### src/rtl/dim_pkg.sv
package dim_pkg;

   // ----------------------------------------------------------------
   // Widths
   // ----------------------------------------------------------------
   localparam int ADDR_W = 20;
   localparam int DATA_W = 32;
   localparam int AD_W   = 12;
   localparam int DIG_W  = 4;
   localparam int WORD_W = 16;

   // ----------------------------------------------------------------
   // Register byte addresses
   // ----------------------------------------------------------------
   localparam logic [ADDR_W-1:0] CAPTURE_ENABLE_ADDR = 20'h1ae14;
   localparam logic [ADDR_W-1:0] IRQ_STATUS_ADDR     = 20'h1ae20;
   localparam logic [ADDR_W-1:0] IRQ_MASK_ADDR       = 20'h1ae24;
   localparam logic [ADDR_W-1:0] ERROR_CODE_ADDR     = 20'h1ae28;
   localparam logic [ADDR_W-1:0] BOARD_INFO_ADDR     = 20'h1ae2c;

   // ----------------------------------------------------------------
   // Fields, codes and reset values
   // ----------------------------------------------------------------
   localparam int ENABLE_BIT     = 0;
   localparam int EVT_W          = 3;
   localparam int EVT_REJECT     = 0;
   localparam int EVT_UNMAPPED   = 1;
   localparam int EVT_MODE_CHG   = 2;
   localparam int INFO_OPT_BIT   = 0;
   localparam int INFO_CH_LSB    = 8;
   localparam int INFO_DLY_LSB   = 16;
   localparam int INFO_FIELD_W   = 8;
   localparam int ERR_W          = 16;

   localparam logic [ERR_W-1:0]  ERR_NONE_CODE    = 16'h0000;
   localparam logic [ERR_W-1:0]  ERR_FEATURE_CODE = 16'h0102;
   localparam logic              ENABLE_RESET     = 1'h0;
   localparam logic [EVT_W-1:0]  STATUS_RESET     = 3'h0;
   localparam logic [EVT_W-1:0]  MASK_RESET       = 3'h0;
   localparam logic [DATA_W-1:0] RDATA_IDLE       = 32'h0000_0000;

   // ----------------------------------------------------------------
   // Board defaults
   // ----------------------------------------------------------------
   localparam int NUM_CH_DEFAULT    = 2;
   localparam int DIG_DELAY_DEFAULT = 2;

endpackage

### src/rtl/dig_delay_line.sv
`timescale 1ns/1ps
module dig_delay_line #(
   parameter int WIDTH = 8,
   parameter int DEPTH = 2
) (
   // Clock and reset
   input  wire logic             mclk_i,
   input  wire logic             rst_b_i,
   // Stream
   input  wire logic             adv_i,
   input  wire logic [WIDTH-1:0] data_i,
   output logic      [WIDTH-1:0] data_o
);

   logic [WIDTH-1:0] stage [DEPTH];

   // ----------------------------------------------------------------
   // Stages advance per accepted sample, so the offset counts samples
   // ----------------------------------------------------------------
   genvar g;
   generate
      for (g = 0; g < DEPTH; g++) begin : g_stage
         always_ff @(posedge mclk_i) begin
            if (!rst_b_i) begin
               stage[g] <= '0;
            end else if (adv_i) begin
               stage[g] <= (g == 0) ? data_i : stage[(g == 0) ? 0 : g-1];
            end
         end
      end
   endgenerate

   assign data_o = stage[DEPTH-1];

endmodule // dig_delay_line

### src/rtl/sample_word_merge.sv
`timescale 1ns/1ps
module sample_word_merge #(
   parameter int NUM_CH = dim_pkg::NUM_CH_DEFAULT
) (
   // Mode
   input  wire logic                               dig_mode_i,
   // Channel data
   input  wire logic [NUM_CH*dim_pkg::AD_W-1:0]    analog_i,
   input  wire logic [NUM_CH*dim_pkg::DIG_W-1:0]   nibble_i,
   output logic      [NUM_CH*dim_pkg::WORD_W-1:0]  word_o
);

   localparam int AD_W  = dim_pkg::AD_W;
   localparam int DIG_W = dim_pkg::DIG_W;
   localparam int WW    = dim_pkg::WORD_W;

   genvar c;
   generate
      for (c = 0; c < NUM_CH; c++) begin : g_ch
         logic [AD_W-1:0]  res;
         logic [DIG_W-1:0] upper;
         assign res   = analog_i[c*AD_W +: AD_W];
         assign upper = dig_mode_i ? nibble_i[c*DIG_W +: DIG_W]
                                   : {DIG_W{res[AD_W-1]}};
         assign word_o[c*WW +: WW] = {upper, res};
      end
   endgenerate

endmodule // sample_word_merge

### src/rtl/digital_input_sample_merge.sv
// Added by the designer: strobed register access.
`timescale 1ns/1ps
module digital_input_sample_merge #(
   parameter int NUM_CH    = dim_pkg::NUM_CH_DEFAULT,
   parameter int DIG_DELAY = dim_pkg::DIG_DELAY_DEFAULT
) (
   // Clock, reset, enable
   input  wire logic                                mclk_i,
   input  wire logic                                rst_b_i,
   input  wire logic                                ce_i,
   // Board strap
   input  wire logic                                option_fitted_i,
   // Sample input
   input  wire logic                                sample_valid_i,
   input  wire logic [NUM_CH*dim_pkg::AD_W-1:0]     analog_channel_result_i,
   input  wire logic [NUM_CH*dim_pkg::DIG_W-1:0]    channel_digital_nibble_i,
   // Sample output
   output logic                                     sample_valid_o,
   output logic      [NUM_CH*dim_pkg::WORD_W-1:0]   sample_word_o,
   // Register port
   input  wire logic [dim_pkg::ADDR_W-1:0]          addr_i,
   input  wire logic [dim_pkg::DATA_W-1:0]          wdata_i,
   input  wire logic                                wr_i,
   input  wire logic                                rd_i,
   output logic      [dim_pkg::DATA_W-1:0]          rdata_o,
   // Interrupt
   output logic                                     irq_o
);

   localparam int AD_W   = dim_pkg::AD_W;
   localparam int DIG_W  = dim_pkg::DIG_W;
   localparam int WW     = dim_pkg::WORD_W;
   localparam int DATA_W = dim_pkg::DATA_W;
   localparam int EVT_W  = dim_pkg::EVT_W;
   localparam int IFW    = dim_pkg::INFO_FIELD_W;

   // ----------------------------------------------------------------
   // Declarations
   // ----------------------------------------------------------------
   logic                      option_q;
   logic                      capture_enable;
   logic                      dig_mode;
   logic                      dig_mode_d;
   logic [EVT_W-1:0]          irq_status;
   logic [EVT_W-1:0]          irq_mask;
   logic [dim_pkg::ERR_W-1:0] error_code;
   logic [EVT_W-1:0]          evt;
   logic                      hit_en;
   logic                      hit_stat;
   logic                      hit_mask;
   logic                      hit_err;
   logic                      hit_info;
   logic                      mapped;
   logic                      reject;
   logic                      adv;
   logic [NUM_CH*DIG_W-1:0]   nibble_dly;
   logic [NUM_CH*WW-1:0]      next_word;
   logic [DATA_W-1:0]         next_rdata;
   logic [DATA_W-1:0]         info_word;

   // ----------------------------------------------------------------
   // Option strap
   // ----------------------------------------------------------------
   // Caught after reset release so that reset itself loads a constant.
   always_ff @(posedge mclk_i) begin
      if (!rst_b_i) begin
         option_q <= 1'b0;
      end else if (ce_i) begin
         option_q <= option_fitted_i;
      end
   end

   // ----------------------------------------------------------------
   // Address decode
   // ----------------------------------------------------------------
   assign hit_en   = (addr_i == dim_pkg::CAPTURE_ENABLE_ADDR);
   assign hit_stat = (addr_i == dim_pkg::IRQ_STATUS_ADDR);
   assign hit_mask = (addr_i == dim_pkg::IRQ_MASK_ADDR);
   assign hit_err  = (addr_i == dim_pkg::ERROR_CODE_ADDR);
   assign hit_info = (addr_i == dim_pkg::BOARD_INFO_ADDR);
   assign mapped   = hit_en | hit_stat | hit_mask | hit_err | hit_info;

   // Asking for digital capture on a board without the option.
   assign reject = ce_i & wr_i & hit_en & wdata_i[dim_pkg::ENABLE_BIT] & ~option_q;

   // ----------------------------------------------------------------
   // Capture enable
   // ----------------------------------------------------------------
   always_ff @(posedge mclk_i) begin
      if (!rst_b_i) begin
         capture_enable <= dim_pkg::ENABLE_RESET;
      end else if (ce_i && wr_i && hit_en && !reject) begin
         capture_enable <= wdata_i[dim_pkg::ENABLE_BIT];
      end else if (ce_i && !option_q) begin
         capture_enable <= 1'b0;
      end
   end

   // Stored enable is only honoured with the option present.
   assign dig_mode = capture_enable & option_q;

   always_ff @(posedge mclk_i) begin
      if (!rst_b_i) begin
         dig_mode_d <= 1'b0;
      end else if (ce_i) begin
         dig_mode_d <= dig_mode;
      end
   end

   // ----------------------------------------------------------------
   // Error code
   // ----------------------------------------------------------------
   // A fresh rejection in the cycle of a clear still leaves the code.
   always_ff @(posedge mclk_i) begin
      if (!rst_b_i) begin
         error_code <= dim_pkg::ERR_NONE_CODE;
      end else if (reject) begin
         error_code <= dim_pkg::ERR_FEATURE_CODE;
      end else if (ce_i && wr_i && hit_err) begin
         error_code <= dim_pkg::ERR_NONE_CODE;
      end
   end

   // ----------------------------------------------------------------
   // Interrupt status and mask
   // ----------------------------------------------------------------
   always_comb begin
      evt                        = '0;
      evt[dim_pkg::EVT_REJECT]   = reject;
      evt[dim_pkg::EVT_UNMAPPED] = ce_i & (wr_i | rd_i) & ~mapped;
      evt[dim_pkg::EVT_MODE_CHG] = ce_i & (dig_mode != dig_mode_d);
   end

   // Set wins over a write-one-to-clear in the same cycle.
   always_ff @(posedge mclk_i) begin
      if (!rst_b_i) begin
         irq_status <= dim_pkg::STATUS_RESET;
      end else if (ce_i) begin
         irq_status <= (irq_status & ~((wr_i && hit_stat) ? wdata_i[EVT_W-1:0] : '0)) | evt;
      end
   end

   always_ff @(posedge mclk_i) begin
      if (!rst_b_i) begin
         irq_mask <= dim_pkg::MASK_RESET;
      end else if (ce_i && wr_i && hit_mask) begin
         irq_mask <= wdata_i[EVT_W-1:0];
      end
   end

   always_ff @(posedge mclk_i) begin
      if (!rst_b_i) begin
         irq_o <= 1'b0;
      end else if (ce_i) begin
         irq_o <= |(irq_status & irq_mask);
      end
   end

   // ----------------------------------------------------------------
   // Read path
   // ----------------------------------------------------------------
   always_comb begin
      info_word                                 = '0;
      info_word[dim_pkg::INFO_OPT_BIT]          = option_q;
      info_word[dim_pkg::INFO_CH_LSB +: IFW]    = IFW'(NUM_CH);
      info_word[dim_pkg::INFO_DLY_LSB +: IFW]   = IFW'(DIG_DELAY);
   end

   always_comb begin
      next_rdata = dim_pkg::RDATA_IDLE;
      if (rd_i) begin
         if (hit_en) begin
            next_rdata[dim_pkg::ENABLE_BIT] = capture_enable;
         end else if (hit_stat) begin
            next_rdata[EVT_W-1:0] = irq_status;
         end else if (hit_mask) begin
            next_rdata[EVT_W-1:0] = irq_mask;
         end else if (hit_err) begin
            next_rdata[dim_pkg::ERR_W-1:0] = error_code;
         end else if (hit_info) begin
            next_rdata = info_word;
         end
      end
   end

   // Read data stand for one clock-enabled cycle after the strobe and hold while ce_i is low.
   always_ff @(posedge mclk_i) begin
      if (!rst_b_i) begin
         rdata_o <= dim_pkg::RDATA_IDLE;
      end else if (ce_i) begin
         rdata_o <= next_rdata;
      end
   end

   // ----------------------------------------------------------------
   // Sample path
   // ----------------------------------------------------------------
   // The pipeline moves only on accepted samples, so the offset stays
   // a fixed number of samples whatever the sample rate.
   assign adv = ce_i & sample_valid_i;

   dig_delay_line #(
      .WIDTH (NUM_CH*DIG_W),
      .DEPTH (DIG_DELAY)
   ) u_dly (
      .mclk_i  (mclk_i),
      .rst_b_i (rst_b_i),
      .adv_i   (adv),
      .data_i  (channel_digital_nibble_i),
      .data_o  (nibble_dly)
   );

   sample_word_merge #(
      .NUM_CH (NUM_CH)
   ) u_merge (
      .dig_mode_i (dig_mode),
      .analog_i   (analog_channel_result_i),
      .nibble_i   (nibble_dly),
      .word_o     (next_word)
   );

   always_ff @(posedge mclk_i) begin
      if (!rst_b_i) begin
         sample_word_o <= '0;
      end else if (adv) begin
         sample_word_o <= next_word;
      end
   end

   always_ff @(posedge mclk_i) begin
      if (!rst_b_i) begin
         sample_valid_o <= 1'b0;
      end else if (ce_i) begin
         sample_valid_o <= sample_valid_i;
      end
   end

   // ----------------------------------------------------------------
   // Assertions
   // ----------------------------------------------------------------
   a_valid_follows: assert property (
      @(posedge mclk_i) disable iff (!rst_b_i)
      (ce_i && sample_valid_i) |=> sample_valid_o)
      else $error("sample valid did not follow input");

   a_low_result_kept: assert property (
      @(posedge mclk_i) disable iff (!rst_b_i)
      adv |=> sample_word_o[AD_W-1:0] == $past(analog_channel_result_i[AD_W-1:0]))
      else $error("converter result not in low bits");

   a_std_sign_ext: assert property (
      @(posedge mclk_i) disable iff (!rst_b_i)
      (adv && !dig_mode) |=>
         sample_word_o[WW-1:AD_W] == {DIG_W{$past(analog_channel_result_i[AD_W-1])}})
      else $error("upper bits are not a sign extension");

   a_dig_nibble_in: assert property (
      @(posedge mclk_i) disable iff (!rst_b_i)
      (adv && dig_mode) |=> sample_word_o[WW-1:AD_W] == $past(nibble_dly[DIG_W-1:0]))
      else $error("upper bits do not carry digital nibble");

   a_enable_readback: assert property (
      @(posedge mclk_i) disable iff (!rst_b_i)
      (ce_i && rd_i && hit_en) |=>
         rdata_o == {{(DATA_W-1){1'b0}}, $past(capture_enable)})
      else $error("capture enable read back wrong");

   a_enable_store: assert property (
      @(posedge mclk_i) disable iff (!rst_b_i)
      (ce_i && wr_i && hit_en && option_q) |=>
         capture_enable == $past(wdata_i[dim_pkg::ENABLE_BIT]))
      else $error("capture enable not stored");

   a_no_option_std: assert property (
      @(posedge mclk_i) disable iff (!rst_b_i)
      (adv && !option_q) |=>
         sample_word_o[WW-1:AD_W] == {DIG_W{sample_word_o[AD_W-1]}})
      else $error("format changed without option");

   a_feature_reject: assert property (
      @(posedge mclk_i) disable iff (!rst_b_i)
      reject |=> (error_code == dim_pkg::ERR_FEATURE_CODE) && !capture_enable
                 && irq_status[dim_pkg::EVT_REJECT])
      else $error("absent option not rejected");

   a_delay_reset: assert property (
      @(posedge mclk_i)
      !rst_b_i |=> nibble_dly == '0)
      else $error("delay pipeline not cleared");

   a_delay_hold: assert property (
      @(posedge mclk_i) disable iff (!rst_b_i)
      !adv |=> $stable(nibble_dly) && $stable(sample_word_o))
      else $error("sample path moved without a sample");

   a_irq_level: assert property (
      @(posedge mclk_i) disable iff (!rst_b_i)
      (ce_i && |(irq_status & irq_mask)) |=> irq_o)
      else $error("interrupt not raised");

   a_unmapped_zero: assert property (
      @(posedge mclk_i) disable iff (!rst_b_i)
      (ce_i && rd_i && !mapped) |=> rdata_o == dim_pkg::RDATA_IDLE
                                    && irq_status[dim_pkg::EVT_UNMAPPED])
      else $error("unmapped read not answered with zero");

   a_valid_low: assert property (
      @(posedge mclk_i) disable iff (!rst_b_i)
      (ce_i && !sample_valid_i) |=> !sample_valid_o)
      else $error("sample valid raised without a sample");

   // A dropped clock enable must freeze the enable, status, mask, error, read data, interrupt and sample output registers
   a_freeze_state: assert property (
      @(posedge mclk_i) disable iff (!rst_b_i)
      !ce_i |=> $stable(capture_enable) && $stable(irq_status) && $stable(irq_mask)
                && $stable(error_code) && $stable(rdata_o) && $stable(irq_o)
                && $stable(sample_valid_o) && $stable(sample_word_o))
      else $error("state moved while clock enable low");

   a_rdata_idle: assert property (
      @(posedge mclk_i) disable iff (!rst_b_i)
      (ce_i && !rd_i) |=> rdata_o == dim_pkg::RDATA_IDLE)
      else $error("read data stood without a read");

   a_mask_store: assert property (
      @(posedge mclk_i) disable iff (!rst_b_i)
      (ce_i && wr_i && hit_mask) |=> irq_mask == $past(wdata_i[EVT_W-1:0]))
      else $error("interrupt mask not stored");

   a_error_clear: assert property (
      @(posedge mclk_i) disable iff (!rst_b_i)
      (ce_i && wr_i && hit_err) |=> error_code == dim_pkg::ERR_NONE_CODE)
      else $error("error code not cleared by write");

   a_irq_low: assert property (
      @(posedge mclk_i) disable iff (!rst_b_i)
      (ce_i && !(|(irq_status & irq_mask))) |=> !irq_o)
      else $error("interrupt raised with nothing pending");

   a_mode_event: assert property (
      @(posedge mclk_i) disable iff (!rst_b_i)
      (ce_i && (dig_mode != dig_mode_d)) |=> irq_status[dim_pkg::EVT_MODE_CHG])
      else $error("mode change not flagged");

   // Written ones clear their bits unless the same event fires again
   a_status_clear: assert property (
      @(posedge mclk_i) disable iff (!rst_b_i)
      (ce_i && wr_i && hit_stat) |=>
         (irq_status & $past(wdata_i[EVT_W-1:0]) & ~$past(evt)) == '0)
      else $error("status bits not cleared by write");

endmodule // digital_input_sample_merge

### config.mk
export PLATFORM = sky130hd
export DESIGN_NAME = digital_input_sample_merge
export DESIGN_NICKNAME = d
export VERILOG_FILES = /design/src/rtl/dim_pkg.sv /design/src/rtl/dig_delay_line.sv /design/src/rtl/sample_word_merge.sv /design/src/rtl/digital_input_sample_merge.sv
export SDC_FILE = /design/constraint.sdc
export NUM_CORES = 1
export LEC_CHECK = 0
export BUFFER_PORTS_ARGS = -buffer_cell sky130_fd_sc_hd__clkbuf_2
export CAP_MARGIN = 10
export CORE_UTILIZATION = 25
export DETAILED_ROUTE_END_ITERATION = 16
export GPL_TIMING_DRIVEN = 0
export SKIP_LAST_GASP = 1
export SLEW_MARGIN = 15
export SYNTH_ARGS = -nofsm -noshare
export SYNTH_HDL_FRONTEND = slang
export SYNTH_SLANG_ARGS = --single-unit
### constraint.sdc
create_clock -name mclk_i -period 1.6 [get_ports mclk_i]
set_input_delay 0.16 -clock mclk_i [delete_from_list [all_inputs] [get_ports mclk_i]]
set_output_delay 0.16 -clock mclk_i [all_outputs]
set_load 0.02 [all_outputs]
==> summary.txt <==
Synthesis
  – Synth warn: 0
  – Synth Cell Area: 0.00285 mm²
  – Post-synthesis cell type count: 42
  – Mapped Cells: 273
  – Synthesized area per cell: 10.4 µm²
  – Fraction of registers with async set/reset: 0%
  – Synth Register Bits: 65
  – Post-synth EDFFs: 16
  – Top_reg_cell synth: dfxtp_1
  – Register area share after synthesis: 51.3%

Cells and area
  – Share of cells above drive strength 1: 38.0%
  – Final Cell Area: 0.00391 mm²
  – Area Growth Syn to Fin: 37.1%
  – Fillers: 1128
  – Final nets: 502
  – Ant diodes: 0

Setup path
  – Setup crit start kind: flop
  – Critical Path RT: 1.85 ns
  – CP Data Arrival Time: 1.65 ns
  – Crit path kind: flop to flop
  – Critical path peak fanout: 6
  – Critical Path End Type: flop

STA
  – Unrepaired setup endpoints after global routing: no
  – Final setup fails: 0
  – Fmax: 0.715 GHz
  – Final Max Tran Viols: 0
  – WHS: 0.0504 ns
  – Post-route setup slack: 0.202 ns
  – Clk_skew: 0.00584 ns
  – Period Utilization, post-route: 87.4%
  – Final Critical Period: 1.40 ns
  – TNS Setup: 0 ns
  – Hold Fails Final Rpt: 0

Placement
  – IO buf count: 100
  – RePlAce Congestion: 0.863
  – DP Area: 0.00362 mm²
  – DP Worst Slack: -0.541 ns
  – Placed wire-length estimate: 5.34 mm

Detailed routing
  – # DRC: 0
  – WL final: 6.85 mm
  – Average routed wire per standard cell: 12.3 µm
  – Post-route ant nets: 0
  – First-pass DRT Iterations: 4
  – DR iter-0 viols: 67
  – Routed vias/inst: 4.38
  – Vias: 2434

Pwr
  – Leakage: 1.75 nW
  – Final Power: 3.98 mW
  – P per Cell Area: 1020 mW/mm²
  – Maximum vdd drop: 581 µV

Clock tree
  – Clock tree sinks: 65
  – Worst-Skew Late Latency: 0.32 ns
  – TritonCTS Buffers: 9
  – Clk root buf: clkbuf_16
  – CTS Hold Bufs: 0
  – CTS tree: built
  – Clk pin slew, worst setup/hold paths: 0.06 ns
  – # H-tree levels: 3
  – CTS Buffer Depth: 2

GRT
  – Largest net degree at the start of global routing: 12
  – M2 GR Usage: 21.0%
  – Overall global routing resource usage: 12.0%
  – Vias in the first global route: 2355
  – Met1 Track Usage GR: 13.7%
  – Remaining Overflow, GRT: 0
  – Initial antenna violation count: 0
  – First-pass GRT wire length: 11.0 mm
  – GRT busiest layer: met2
  – Met3 Resource Use GR: 4.42%

Floorplanning
  – Die area: 0.0118 mm²
  – Ports: 157
  – Initial core utilization: 26.0%
  – CORE AREA: 0.0110 mm²
  – Die span in x: 109 µm
  – Die Ht: 109 µm
  – FP Rows: 38

Flow run
  – Max Cap Viol: 0

Hold path
  – Hold/Removal Path Class: primary input to flop

Outcome
  – Status: completed
-- kinds of logic (layout without fill, tap and decap cells) --
family / count (synthesis) / count (layout) / share of synthesized area (%)
AND/OR/NAND/NOR: 88 / 88 / 20.0
multiplexers: 3 / 3 / 1.05
buffers and inverters: 46 / 164 / 9.92
flip-flops: 65 / 65 / 51.3
other: 1 / 26 / 0.132
XOR/XNOR: 1 / 1 / 0.307
AO/OA/AOI/OAI: 69 / 69 / 17.3
-- layout make-up --
type / instances / area, µm² / share of cell area, %
plain buffers: 43 / 273 / 6.98
clock buffers: 10 / 229 / 5.86
clock inverters: 6 / 35.0 / 0.897
inverters: 3 / 15.0 / 0.384
multi-input cells: 187 / 1200 / 30.8
flip-flops and latches: 65 / 1460 / 37.4
well taps: 140 / 175 / 4.48
repair buffers: 102 / 515 / 13.2
-- power breakdown --
group / internal, mW / total, mW / switching (mW)
Clock: 1.03 / 1.72 / 0.682
Sequential: 1.76 / 1.79 / 0.0324
Combinational: 0.193 / 0.468 / 0.275
-- metal layers --
layer	up-vias	wire (µm)
li1	1231	-
met1	1103	2890
met2	96	3360
met3	4	556
met4	0	46
met5	-	0
-- sequential cells by signal, indices dropped and copies added (netlist names) --
signal	count
sample_word_o	32
u_dly.stage	16
rdata_o	5
irq_mask	3
irq_status	3
capture_enable	1
dig_mode_d	1
error_code	1
irq_o	1
option_q	1
sample_valid_o	1
-- per-stage QoR --
step	std cells	util [%]
6_report	556	35.6
5_1_grt	556	35.6
4_1_cts	556	35.6
3_5_place_dp	538	33.0
3_3_place_gp	538	33.0
2_1_floorplan	298	-
-- critical path, stage by stage, from the launching register on --
cell	delay [ns]
dfxtp_1	0.45
and4b_1	0.22
o311ai_0	0.13
a2111o_1	0.39
a21oi_1	0.14
-- Yosys cell counts (all sizes together), types with 2 or more instances --
| cell type | count | area, µm² |
|---|---|---|
| dfxtp | 49 | 981 |
| buf | 34 | 238 |
| a22o | 24 | 210 |
| nand2 | 24 | 90.1 |
| and2 | 20 | 125 |
| edfxtp | 16 | 480 |
| a21oi | 12 | 60.1 |
| o21ai | 11 | 55.1 |
| clkbuf | 9 | 33.8 |
| a31oi | 8 | 50.1 |
| nor2 | 6 | 22.5 |
| nor4b | 6 | 97.6 |
| nand4 | 5 | 31.3 |
| nor2b | 5 | 31.3 |
| nor3 | 4 | 31.3 |
| o41ai | 4 | 35.0 |
| inv | 3 | 11.3 |
| mux2i | 3 | 30.0 |
| nand2b | 3 | 18.8 |
| nand3 | 3 | 20.0 |
| and3 | 2 | 12.5 |
| and4b | 2 | 20.0 |
| nor4bb | 2 | 20.0 |
| o21a | 2 | 15.0 |
| o31ai | 2 | 15.0 |
| or4 | 2 | 15.0 |
-- placed cells by master, fill, tap and decap left out, types with 2 or more instances in the layout --
| cell | Yosys | layout |
|---|---|---|
| clkbuf_16 | 0 | 9 |
| nor3_1 | 3 | 3 |
| clkinv_1 | 0 | 2 |
| nor4b_1 | 3 | 3 |
| nand2_1 | 24 | 24 |
| o21ai_0 | 11 | 11 |
| edfxtp_1 | 16 | 16 |
| and3_1 | 2 | 2 |
| inv_1 | 3 | 2 |
| clkinvlp_4 | 0 | 4 |
| and2_1 | 20 | 20 |
| nand4_1 | 5 | 5 |
| mux2i_1 | 3 | 3 |
| conb_1 | 1 | 26 |
| clkbuf_1 | 9 | 9 |
| buf_4 | 27 | 29 |
| dfxtp_1 | 49 | 49 |
| o31ai_1 | 2 | 2 |
| nor4b_4 | 3 | 3 |
| and4b_1 | 2 | 2 |
| a31oi_1 | 8 | 8 |
| nor2b_1 | 5 | 5 |
| nor2_1 | 6 | 6 |
| buf_2 | 7 | 7 |
| clkbuf_2 | 0 | 101 |
| o21a_1 | 2 | 2 |
| a21oi_1 | 12 | 11 |
| or4_1 | 2 | 2 |
| o41ai_1 | 4 | 4 |
| a22o_1 | 24 | 24 |
| nand2b_1 | 3 | 3 |
| nand3_1 | 2 | 2 |
| nor4bb_1 | 2 | 2 |
-- final timing paths --
kind,end,cells after the start,slack [ns],from
worst max-delay path,rdata_o[0]$_SDFFE_PN0P_,4,0.20,option_q$_SDFFE_PN0P_
worst min-delay path,sample_word_o[19]$_SDFFE_PN0P_,2,0.05,analog_channel_result_i[15]
worst max register to register,rdata_o[0]$_SDFFE_PN0P_,4,0.20,option_q$_SDFFE_PN0P_
worst min register to register,sample_word_o[30]$_SDFFE_PN0P_,2,0.46,sample_word_o[30]$_SDFFE_PN0P_
-- timing repair --
item,4_1_cts,5_1_grt
gates cloned,0,0
setup buffers,2,0
setup endpoints to repair,16,16
resized for setup,2,2
Power figures use the tool's default switching activity.
